File: src/bct_pkg.sv
// Constants and types for the cell balancing countdown timers.
// Assumes a 32-bit AXI4-Lite register bus and an external ten-second tick.
package bct_pkg;

  localparam int CHAN_COUNT = 3;
  localparam int COUNT_WIDTH = 14;
  localparam int REG_WIDTH = 16;

  localparam logic [15:0] IDX_CHAN_NINE = 16'h1029;
  localparam logic [15:0] IDX_CHAN_TEN = 16'h102A;
  localparam logic [15:0] IDX_CHAN_ELEVEN = 16'h102B;
  localparam int ADDR_SHIFT = 2;
  localparam int ADDR_WIDTH = 18;

  localparam logic [13:0] COUNT_RESET = 14'h0000;
  localparam logic [13:0] TIME_ELAPSED_CODE = 14'h0000;
  localparam logic [13:0] COUNT_STEP = 14'h0001;
  localparam logic [13:0] COUNT_MAX = 14'h3FFF;
  localparam logic [1:0] RESERVED_BITS = 2'h0;

  localparam int UNIT_SECONDS = 10;
  localparam int MAX_SECONDS = 163830;

  localparam logic [1:0] RESP_OKAY = 2'h0;
  localparam logic [1:0] RESP_SLVERR = 2'h2;

  typedef struct packed {
    logic [ADDR_WIDTH-1:0] addr;
    logic [31:0]           data;
    logic [3:0]            strb;
  } bct_wreq_type;

  typedef struct packed {
    logic [COUNT_WIDTH-1:0] count;
    logic                   allow;
  } bct_chan_type;

endpackage

File: src/bct_cell_balance_timers.sv
// Countdown timers for balancing channels nine to eleven with an AXI4-Lite slave.
// Assumes a one-cycle ten-second tick and the enables come from the balancing unit.
// Behaviour
// - Bits 15 and 14 of every timer register read zero and ignore writes.
// - Bits 13 to 0 hold the duration; reads return the live count.
// - The count saturates at zero and never wraps.
// - A zero count stops balancing on that channel, however it got there.
// - Counting runs only with global, timer and channel enables all set.
// - One count unit is ten seconds of balancing.
// - Each duration field resets to zero, the time_elapsed_code state.
// - All ones, 3FFF, is accepted as the longest duration.
// - Channel nine, ten and eleven registers sit at consecutive addresses.
//
// Chosen here: the AXI4-Lite slave port.
`timescale 1ns/100ps

module bct_cell_balance_timers
  import bct_pkg::*;
(
  input  wire logic                         aclk,
  input  wire logic                         aresetn,
  input  wire logic [ADDR_WIDTH-1:0]        s_axi_awaddr,
  input  wire logic [2:0]                   s_axi_awprot,
  input  wire logic                         s_axi_awvalid,
  output logic                              s_axi_awready,
  input  wire logic [31:0]                  s_axi_wdata,
  input  wire logic [3:0]                   s_axi_wstrb,
  input  wire logic                         s_axi_wvalid,
  output logic                              s_axi_wready,
  output logic [1:0]                        s_axi_bresp,
  output logic                              s_axi_bvalid,
  input  wire logic                         s_axi_bready,
  input  wire logic [ADDR_WIDTH-1:0]        s_axi_araddr,
  input  wire logic [2:0]                   s_axi_arprot,
  input  wire logic                         s_axi_arvalid,
  output logic                              s_axi_arready,
  output logic [31:0]                       s_axi_rdata,
  output logic [1:0]                        s_axi_rresp,
  output logic                              s_axi_rvalid,
  input  wire logic                         s_axi_rready,
  input  wire logic                         tick_ten_seconds,
  input  wire logic                         global_balance_enable,
  input  wire logic                         timer_balance_enable,
  input  wire logic [CHAN_COUNT-1:0]        channel_enable,
  output logic [CHAN_COUNT-1:0]             balance_allow
);

  // Byte address of a timer register from its word index.
  function automatic logic [ADDR_WIDTH-1:0] reg_addr(
    input logic [15:0] idx
  );
    return ADDR_WIDTH'({idx, ADDR_SHIFT'(0)});
  endfunction

  // One-hot channel select for a byte address; zero when unmapped.
  function automatic logic [CHAN_COUNT-1:0] chan_decode(
    input logic [ADDR_WIDTH-1:0] addr
  );
    logic [CHAN_COUNT-1:0] hit;
    hit = '0;
    if (addr == reg_addr(IDX_CHAN_NINE))
    begin
      hit[0] = 1'b1;
    end
    if (addr == reg_addr(IDX_CHAN_TEN))
    begin
      hit[1] = 1'b1;
    end
    if (addr == reg_addr(IDX_CHAN_ELEVEN))
    begin
      hit[2] = 1'b1;
    end
    return hit;
  endfunction

  // Low byte strobe covers field bits 7 to 0.
  function automatic logic lane_lo(
    input logic [3:0] strb
  );
    return strb[0];
  endfunction

  // High byte strobe covers field bits 13 to 8.
  function automatic logic lane_hi(
    input logic [3:0] strb
  );
    return strb[1];
  endfunction

  // Merges the written byte lanes over the held count; bits 15 and 14 are dropped.
  function automatic logic [COUNT_WIDTH-1:0] lane_merge(
    input logic [COUNT_WIDTH-1:0] old_count,
    input logic [31:0]            data,
    input logic [3:0]             strb
  );
    logic [COUNT_WIDTH-1:0] merged;
    merged = old_count;
    if (lane_lo(strb))
    begin
      merged[7:0] = data[7:0];
    end
    if (lane_hi(strb))
    begin
      merged[COUNT_WIDTH-1:8] = data[COUNT_WIDTH-1:8];
    end
    return merged;
  endfunction

  // Mapped addresses answer okay, all others a slave error.
  function automatic logic [1:0] resp_code(
    input logic [CHAN_COUNT-1:0] hit
  );
    return (|hit) ? RESP_OKAY : RESP_SLVERR;
  endfunction

  bct_wreq_type            wreq_q;
  logic                    aw_held_q;
  logic                    w_held_q;
  logic                    bvalid_q;
  logic [1:0]              bresp_q;
  logic                    rvalid_q;
  logic [1:0]              rresp_q;
  logic [31:0]             rdata_q;
  bct_chan_type            chan_q [CHAN_COUNT];

  wire                     aw_take;
  wire                     w_take;
  wire                     wr_fire;
  wire                     ar_take;
  wire [CHAN_COUNT-1:0]    wr_map;
  wire [CHAN_COUNT-1:0]    wr_hit;
  wire [CHAN_COUNT-1:0]    allow_all;
  wire [CHAN_COUNT-1:0]    rd_hit;
  wire                     run_common;
  logic [COUNT_WIDTH-1:0]  rd_count;

  assign s_axi_awready = !aw_held_q && !bvalid_q;
  assign s_axi_wready = !w_held_q && !bvalid_q;
  assign s_axi_arready = !rvalid_q;
  assign s_axi_bvalid = bvalid_q;
  assign s_axi_bresp = bresp_q;
  assign s_axi_rvalid = rvalid_q;
  assign s_axi_rresp = rresp_q;
  assign s_axi_rdata = rdata_q;
  assign balance_allow = allow_all;

  assign aw_take = s_axi_awvalid && s_axi_awready;
  assign w_take = s_axi_wvalid && s_axi_wready;
  assign wr_fire = aw_held_q && w_held_q && !bvalid_q;
  assign ar_take = s_axi_arvalid && s_axi_arready;
  assign wr_map = chan_decode(wreq_q.addr);
  assign wr_hit = wr_fire ? wr_map : '0;
  assign rd_hit = chan_decode(s_axi_araddr);
  assign run_common = global_balance_enable && timer_balance_enable;

  always_comb
  begin
    rd_count = COUNT_RESET;
    for (int i = 0; i < CHAN_COUNT; i++)
    begin
      if (rd_hit[i])
      begin
        rd_count = chan_q[i].count;
      end
    end
  end

  // Write address and data are captured in either order.
  always_ff @(posedge aclk)
  begin
    if (!aresetn)
    begin
      wreq_q <= '0;
    end
    else
    begin
      if (aw_take)
      begin
        wreq_q.addr <= s_axi_awaddr;
      end
      if (w_take)
      begin
        wreq_q.data <= s_axi_wdata;
        wreq_q.strb <= s_axi_wstrb;
      end
    end
  end

  // Both halves are released together once the write commits.
  always_ff @(posedge aclk)
  begin
    if (!aresetn)
    begin
      aw_held_q <= 1'b0;
      w_held_q <= 1'b0;
    end
    else
    begin
      aw_held_q <= wr_fire ? 1'b0 : (aw_held_q || aw_take);
      w_held_q <= wr_fire ? 1'b0 : (w_held_q || w_take);
    end
  end

  always_ff @(posedge aclk)
  begin
    if (!aresetn)
    begin
      bvalid_q <= 1'b0;
    end
    else if (wr_fire)
    begin
      bvalid_q <= 1'b1;
    end
    else if (s_axi_bready)
    begin
      bvalid_q <= 1'b0;
    end
  end

  always_ff @(posedge aclk)
  begin
    if (!aresetn)
    begin
      bresp_q <= RESP_OKAY;
    end
    else if (wr_fire)
    begin
      bresp_q <= resp_code(wr_map);
    end
  end

  always_ff @(posedge aclk)
  begin
    if (!aresetn)
    begin
      rvalid_q <= 1'b0;
    end
    else if (ar_take)
    begin
      rvalid_q <= 1'b1;
    end
    else if (s_axi_rready)
    begin
      rvalid_q <= 1'b0;
    end
  end

  always_ff @(posedge aclk)
  begin
    if (!aresetn)
    begin
      rresp_q <= RESP_OKAY;
      rdata_q <= '0;
    end
    else if (ar_take)
    begin
      rresp_q <= resp_code(rd_hit);
      rdata_q <= 32'({RESERVED_BITS, rd_count});
    end
  end

  for (genvar g = 0; g < CHAN_COUNT; g++)
  begin : g_chan
    wire                    run;
    wire                    nonzero;
    wire                    step;
    wire                    allow_d;
    wire [COUNT_WIDTH-1:0]  wr_value;
    logic [COUNT_WIDTH-1:0] count_d;

    assign run = run_common && channel_enable[g];
    assign nonzero = chan_q[g].count != TIME_ELAPSED_CODE;
    assign step = tick_ten_seconds && run && nonzero;
    assign wr_value = lane_merge(chan_q[g].count, wreq_q.data, wreq_q.strb);
    assign allow_d = count_d != TIME_ELAPSED_CODE;
    assign allow_all[g] = chan_q[g].allow;

    always_comb
    begin
      count_d = chan_q[g].count;
      if (wr_hit[g])
      begin
        count_d = wr_value;
      end
      else if (step)
      begin
        count_d = chan_q[g].count - COUNT_STEP;
      end
    end

    always_ff @(posedge aclk)
    begin
      if (!aresetn)
      begin
        chan_q[g].count <= COUNT_RESET;
        chan_q[g].allow <= 1'b0;
      end
      else
      begin
        chan_q[g].count <= count_d;
        chan_q[g].allow <= allow_d;
      end
    end
  end

endmodule

File: config.mk
export PLATFORM = sky130hd
export DESIGN_NAME = bct_cell_balance_timers
export DESIGN_NICKNAME = d
export VERILOG_FILES = /design/src/bct_pkg.sv /design/src/bct_cell_balance_timers.sv
export SDC_FILE = /design/constraint.sdc
export NUM_CORES = 1
export LEC_CHECK = 0
export BUFFER_PORTS_ARGS = -buffer_cell sky130_fd_sc_hd__buf_2
export CORE_MARGIN = 2
export CORE_UTILIZATION = 40
export DETAILED_ROUTE_END_ITERATION = 10
export GPL_TIMING_DRIVEN = 1
export PLACE_DENSITY = 0.7
export SKIP_CTS_REPAIR_TIMING = 1
export SKIP_LAST_GASP = 1
export SLEW_MARGIN = 40
export SYNTH_ARGS = -nofsm -noshare
export SYNTH_HDL_FRONTEND = slang
export SYNTH_SLANG_ARGS = --single-unit
File: constraint.sdc
create_clock -name aclk -period 5.42 [get_ports aclk]
set_input_delay 1.084 -clock aclk [delete_from_list [all_inputs] [get_ports aclk]]
set_output_delay 1.084 -clock aclk [all_outputs]
set_load 0.02 [all_outputs]
==> flow_summary_export.csv, run 1 <==
group,metric,value,unit
run_status,outcome,"finished clean",
logic_synthesis,synth.distinct_cells,77,
floorplanning,dieArea,0.0146,mm^2
logic_synthesis,yosys-top-cells-area,"dfxtp_1 36%, nand2_1 6.7%, nor2_1 5.8%, a21oi_1 5.6%, nor3_1 3.8%",
logic_synthesis,synth_top_area_share,36.2,%
route,drt-total-wl,15800,um
place,dp.cells,933,
clock_network,cts-root-buf,"clkbuf_16",
logic_synthesis,ys_seq_area_share,36.2,%
clock_network,cts.path.max_buffers,2,
place,placed_area,0.00592,mm^2
timing,period_minus_slack,3.34,ns
place,port_buffers,88,
route,viasPerCell,5.66,
timing,drv_slew,0,
route,drtPass1Iterations,8,
power_and_ir_drop,leakage,2.50,nW
critical_path,critical_path_class,"primary input to flop",
timing,fin_tns_setup,0,ns
global_routing,grt_usage,22.1,%
cells_and_area,multi_input_area,0.00320,mm^2
logic_synthesis,synth_seq_cells,99,
min_path,hold_class,"flop to flop",
global_routing,grt_antenna_before_repair,0,
timing,hold_viol,0,
place,place_ws,1.78,ns
cells_and_area,regArea,0.00198,mm^2
power_and_ir_drop,power,1.54,mW
logic_synthesis,synthMuxAreaShare,2.61,%
cells_and_area,drive_gt1_share,18.6,%
timing,setup_viol,0,
logic_synthesis,ys.flop_type,"dfxtp_1",
floorplanning,coreArea,0.0133,mm^2
cells_and_area,fillCellCount,1379,
timing,worst_hold_slack,0.455,ns
cells_and_area,nNetsFinal,862,
critical_path,cp-end-kind,"flop",
timing,rsz0062_at_grt,"false",
cells_and_area,fin_area,0.00621,mm^2
place,dp_hpwl,11800,um
cells_and_area,diodes,0,
global_routing,gr-total-overflow,0,
timing,slew_headroom,53.1,%
floorplanning,die_x,121,um
floorplanning,die_h,121,um
global_routing,grt_max_degree,47,
floorplanning,initial_core_util,41.2,%
critical_path,crit_arrival,3.59,ns
clock_network,cts_num_sinks,99,
route,wl_per_cell,16.7,um
logic_synthesis,synth_area,0.00547,mm^2
clock_network,htreeDepth,3,
global_routing,grt_pass1_wl,25300,um
clock_network,clkTransAtPathRegs,0.07,ns
cells_and_area,area_growth,13.4,%
cells_and_area,final_util,46.7,%
clock_network,tritoncts,"yes",
logic_synthesis,synth_largest_area_cell,"dfxtp_1",
place,routabilityCongestion,0.959,
logic_synthesis,postSynthCellCount,702,
logic_synthesis,synth_fa_ha_area_share,0.686,%
timing,skew,0.00752,ns
clock_network,cts-buffers-inserted,9,
route,vias,5371,
logic_synthesis,synth_compound_area_share,19.3,%
route,drc_errors,0,
critical_path,cp_max_fo,7,
timing,fin_ws,2.08,ns
floorplanning,ios,135,
job,cap_violations,0,
route,ant_nets,0,
logic_synthesis,synthXorXnorAreaFrac,0.160,%
power_and_ir_drop,peakVddDrop,0.158,mV
logic_synthesis,avgSynthCellArea,7.79,um^2
floorplanning,rows,42,
cells_and_area,stdcell_count,949,
logic_synthesis,synth-simple-area-share,34.1,%
critical_path,start_kind,"primary input",
clock_network,insertion_delay,0.35,ns
critical_path,critical_path_required,5.66,ns
timing,tightest_slew,0.696,ns
power_and_ir_drop,cellPowerDensity,249,mW/mm^2
logic_synthesis,ys_async_sr_fraction,0,%
timing,period_share,61.7,%
logic_synthesis,ys_warn_count,0,
route,drtIter0Drc,502,
global_routing,grt_pass1_vias,4899,
logic_synthesis,synth_top_family_by_area,"simple AND/OR/NAND/NOR gates",
logic_synthesis,synth_edf_count,0,
timing,fmax,299,MHz
==> layout by cell type (no fill, tap or decap), drive strengths merged, types with 6 or more instances in the layout <==
cell | synthesis | layout
a211oi | 15 | 15
a21oi | 61 | 61
a22oi | 15 | 15
a31oi | 7 | 7
and2 | 16 | 16
and3 | 8 | 8
buf | 26 | 91
clkbuf | 29 | 13
conb | 1 | 20
dfxtp | 99 | 99
inv | 17 | 17
mux2 | 10 | 10
nand2 | 99 | 99
nand2b | 6 | 6
nand3 | 19 | 19
nand4 | 17 | 17
nor2 | 84 | 84
nor3 | 42 | 42
nor4 | 16 | 16
o21ai | 16 | 16
or3 | 6 | 6
or4 | 11 | 11
==> final timing paths <==
path         cells past startpoint                 endpoint               startpoint  slack [ns]
max                              8     chan_q[2][0]$_DFF_P_         tick_ten_seconds        2.08
min reg2reg                      2  wreq_q[14]$_SDFFE_PN0P_  wreq_q[14]$_SDFFE_PN0P_        0.45
max reg2reg                      8     chan_q[2][0]$_DFF_P_  wreq_q[36]$_SDFFE_PN0P_        2.18
min                              2  wreq_q[14]$_SDFFE_PN0P_  wreq_q[14]$_SDFFE_PN0P_        0.45
==> flip-flops by register name, summed over array words and instances (netlist names) <==
| signal | cells |
|---|---|
| wreq_q | 34 |
| s_axi_rdata | 14 |
| chan_q | 45 |
| s_axi_rresp | 1 |
| s_axi_bresp | 1 |
| s_axi_bvalid | 1 |
| w_held_q | 1 |
| s_axi_rvalid | 1 |
| aw_held_q | 1 |
==> kinds of logic after synthesis <==
group                      Yosys count
and+or+nand+nor                    353
muxes                               13
buffers and inverters               72
adders and majority gates            3
DFF                                 99
other                                1
AOI/OAI and AO/OA                  160
xor gates and xnor gates             1
==> cell usage after synthesis, types with 3 or more instances <==
cell type	instances
ha_1	3
nand4b_1	3
nand4_1	17
and4_1	3
inv_1	16
a31oi_1	7
nor3_1	41
nor4_1	12
clkbuf_1	28
nand2_1	98
nand3_1	18
and2_1	16
and3_1	8
a221oi_1	3
nor4b_1	3
o21ai_0	15
a21o_1	3
o31ai_1	5
nor3b_1	3
a21oi_1	61
o211ai_1	4
mux2_2	10
nor2_1	84
or3_1	4
a22oi_1	15
buf_4	23
mux2i_1	3
or4_1	6
nor2b_1	5
a211oi_1	15
nor4_4	4
nand2b_1	6
dfxtp_1	99
or4b_1	3
or4_4	4
==> metal layers <==
| layer | GRT usage, % | routed length [um] |
|---|---|---|
| met5 | 0 | 0 |
| met4 | 9.23 | 497 |
| met3 | 5.17 | 1330 |
| met2 | 35.1 | 7130 |
| met1 | 28.8 | 6890 |
==> area by class of cell <==
type / count / share of cell area (%)
repair buffers: 91 / 7.46
well taps: 176 / 3.55
multi-input cells: 550 / 51.5
flip-flops and latches: 99 / 31.9
clock buffers: 13 / 4.19
clock inverters: 3 / 0.363
inverters: 17 / 1.03
==> report_power, final <==
part | switching (mW) | internal (mW)
registers | 0.0304 | 0.749
logic | 0.0944 | 0.0473
clock network | 0.284 | 0.338
==> worst max-delay path: stages <==
cell,delay (ns)
buf_2,0.09
and4_1,0.26
a21boi_1,0.55
a21oi_1,0.16
a211oi_1,0.37
nand4_1,0.12
or4_1,0.53
o41a_1,0.42
(Power assumes the default switching activity.)
==> run 2, diff against run 1 <==
--- a/config.mk
+++ b/config.mk
@@ -10,7 +10,7 @@
 export CORE_UTILIZATION = 40
 export DETAILED_ROUTE_END_ITERATION = 10
 export GPL_TIMING_DRIVEN = 1
-export PLACE_DENSITY = 0.7
+export PLACE_DENSITY = 0.72
 export SKIP_CTS_REPAIR_TIMING = 1
 export SKIP_LAST_GASP = 1
 export SLEW_MARGIN = 40
==> constraint.sdc (replaced) <==
create_clock -name aclk -period 3 [get_ports aclk]
set_input_delay 0.6 -clock aclk [delete_from_list [all_inputs] [get_ports aclk]]
set_output_delay 0.6 -clock aclk [all_outputs]
set_load 0.02 [all_outputs]
==> run 2 against run 1 <==
Worst setup slack got worse by 2.0 ns. Combinational power grew 93%. Clock-buffer cell count shrank 2. Sequential cell count did not move. Global-route usage grew 0.85 points. Die area unchanged. Wire length is 5.6% higher. Register-to-register slack got worse by 2.1 ns. Non-clock buffer count up 46. Clock skew barely moved. Power grew 82%. Highest routed layer unchanged.
==> flow_summary_export.csv, run 2 (synthesized netlist as in run 1, its figures left out) <==
group,metric,value,unit
critical_path,critical_path_buf_inv_count,1,
critical_path,path_cells,"nor4b_4, buf_4, nand2_2, or4_4, o211ai_1, nand4_1, or4_1, o41a_1",
floorplanning,dieArea,0.0146,mm^2
global_routing,grt_pass1_wl,26300,um
place,routabilityCongestion,1.02,
critical_path,cp_max_fo,4,
clock_network,cts_num_sinks,99,
timing,period_share,98.3,%
route,drt-total-wl,16700,um
floorplanning,ios,135,
clock_network,cts-root-buf,"clkbuf_16",
cells_and_area,fin_area,0.00661,mm^2
clock_network,htreeDepth,3,
cells_and_area,final_util,49.7,%
place,placed_area,0.00624,mm^2
clock_network,cts.path.max_buffers,2,
clock_network,cts-buffers-inserted,9,
global_routing,grt_usage,22.9,%
run_status,outcome,"finished clean",
floorplanning,die_h,121,um
power_and_ir_drop,leakage,2.73,nW
critical_path,crit_arrival,3.19,ns
critical_path,cpMaxStageDelayCell,"or4_4",
route,viasPerCell,5.63,
route,drtIter0Drc,393,
critical_path,start_kind,"flop",
critical_path,critical_path_class,"flop to flop",
critical_path,r2r_slack,0.05,ns
cells_and_area,nNetsFinal,908,
timing,rsz0062_at_grt,"true",
place,dp_hpwl,12500,um
timing,period_minus_slack,2.95,ns
critical_path,critical_path_required,3.24,ns
timing,hold_viol,0,
place,place_ws,-0.00407,ns
critical_path,critPathMaxStageDelay,0.56,ns
power_and_ir_drop,power,2.81,mW
power_and_ir_drop,cellPowerDensity,424,mW/mm^2
cells_and_area,final_common_cell,"dfxtp_1",
timing,tightest_slew,0.664,ns
cells_and_area,top_register,"chan_q",
place,port_buffers,88,
cells_and_area,area_growth,20.9,%
power_and_ir_drop,peakVddDrop,0.311,mV
cells_and_area,drive_gt1_share,24.4,%
route,drtPass1Iterations,5,
timing,setup_viol,0,
timing,fmax,339,MHz
route,vias,5606,
cells_and_area,largest_register_ffs,45,
global_routing,grt_max_degree,48,
clock_network,clkTransAtPathRegs,0.07,ns
route,drc_errors,0,
floorplanning,coreArea,0.0133,mm^2
global_routing,grt_pass1_vias,5143,
route,wl_per_cell,16.8,um
timing,skew,0.00758,ns
min_path,hold_class,"primary input to flop",
clock_network,tritoncts,"yes",
timing,fin_ws,0.0515,ns
timing,drv_slew,0,
route,ant_nets,0,
critical_path,cp-end-kind,"flop",
clock_network,insertion_delay,0.35,ns
job,cap_violations,0,
timing,slew_headroom,55.7,%
floorplanning,rows,42,
floorplanning,die_x,121,um
global_routing,grt_antenna_before_repair,0,
cells_and_area,mostFrequentLayoutCells,"99 x dfxtp_1, 97 x nand2_1, 88 x buf_2, 82 x nor2_1, 61 x a21oi_1",
global_routing,gr-total-overflow,0,
critical_path,critPathTopFamily,"simple AND/OR/NAND/NOR gates",
cells_and_area,diodes,0,
floorplanning,initial_core_util,41.2,%
==> run 2: cell types whose count changed in the layout (fill, tap and decap cells not counted), moves of 2 or more <==
cell        before  now
buf_4            3   48
nor2_2           0    2
or4b_4           0    2
nor2_1          84   82
clkinvlp_4       0    3
nor3b_1          3    1
clkinv_4         2    0
clkbuf_1         2    0
or4b_1           3    1
nor3b_2          0    2
==> run 2: final timing paths <==
kind / from / endpoint / depth (start not counted)
worst max-delay path: wreq_q[51]$_SDFFE_PN0P_ / chan_q[2][0]$_DFF_P_ / 8
worst min-delay path: s_axi_rready / s_axi_rvalid$_SDFFE_PN0P_ / 2
worst max register to register: wreq_q[51]$_SDFFE_PN0P_ / chan_q[2][0]$_DFF_P_ / 8
worst min register to register: wreq_q[44]$_SDFFE_PN0P_ / wreq_q[44]$_SDFFE_PN0P_ / 2
==> run 2: power breakdown <==
group	total, mW	internal, mW	switching [mW]	leakage [nW]
Combinational	0.274	0.0970	0.177	1.79
Clock	1.13	0.609	0.519	0.134
Sequential	1.41	1.35	0.0527	0.804
==> run 2: layout make-up <==
type,count,area (um^2)
clock buffer,11,253
clock inverter,5,36.3
fill,1335,6680
inverter,17,63.8
multi-input combinational,550,3240
sequential,99,1980
tap,176,220
timing repair buffer,137,821
==> run 2: per-stage QoR <==
step                      hold WS (ns)  instances  TNS [ns]
after global routing             0.443        995   -0.0929
after CTS                        0.422        991   -0.0312
after floorplan                  0.432        721         0
final                            0.426        995         0
after detailed placement         0.447        975  -0.00407
after global placement           0.443        975         0
==> run 2: worst reg2reg max path: stages, from the launching register on <==
cell      delay (ns)
dfxtp_1         0.33
nor4b_4         0.39
buf_4           0.18
nand2_2         0.06
or4_4           0.56
o211ai_1        0.25
nand4_1         0.12
or4_1           0.54
o41a_1          0.42
==> run 2: per-layer routing <==
metal | global-route usage (%) | part of all wire [%]
met5 | 0 | 0
met2 | 36.7 | 45
met4 | 8.72 | 3.0
met3 | 5.03 | 8.3
met1 | 30.2 | 44
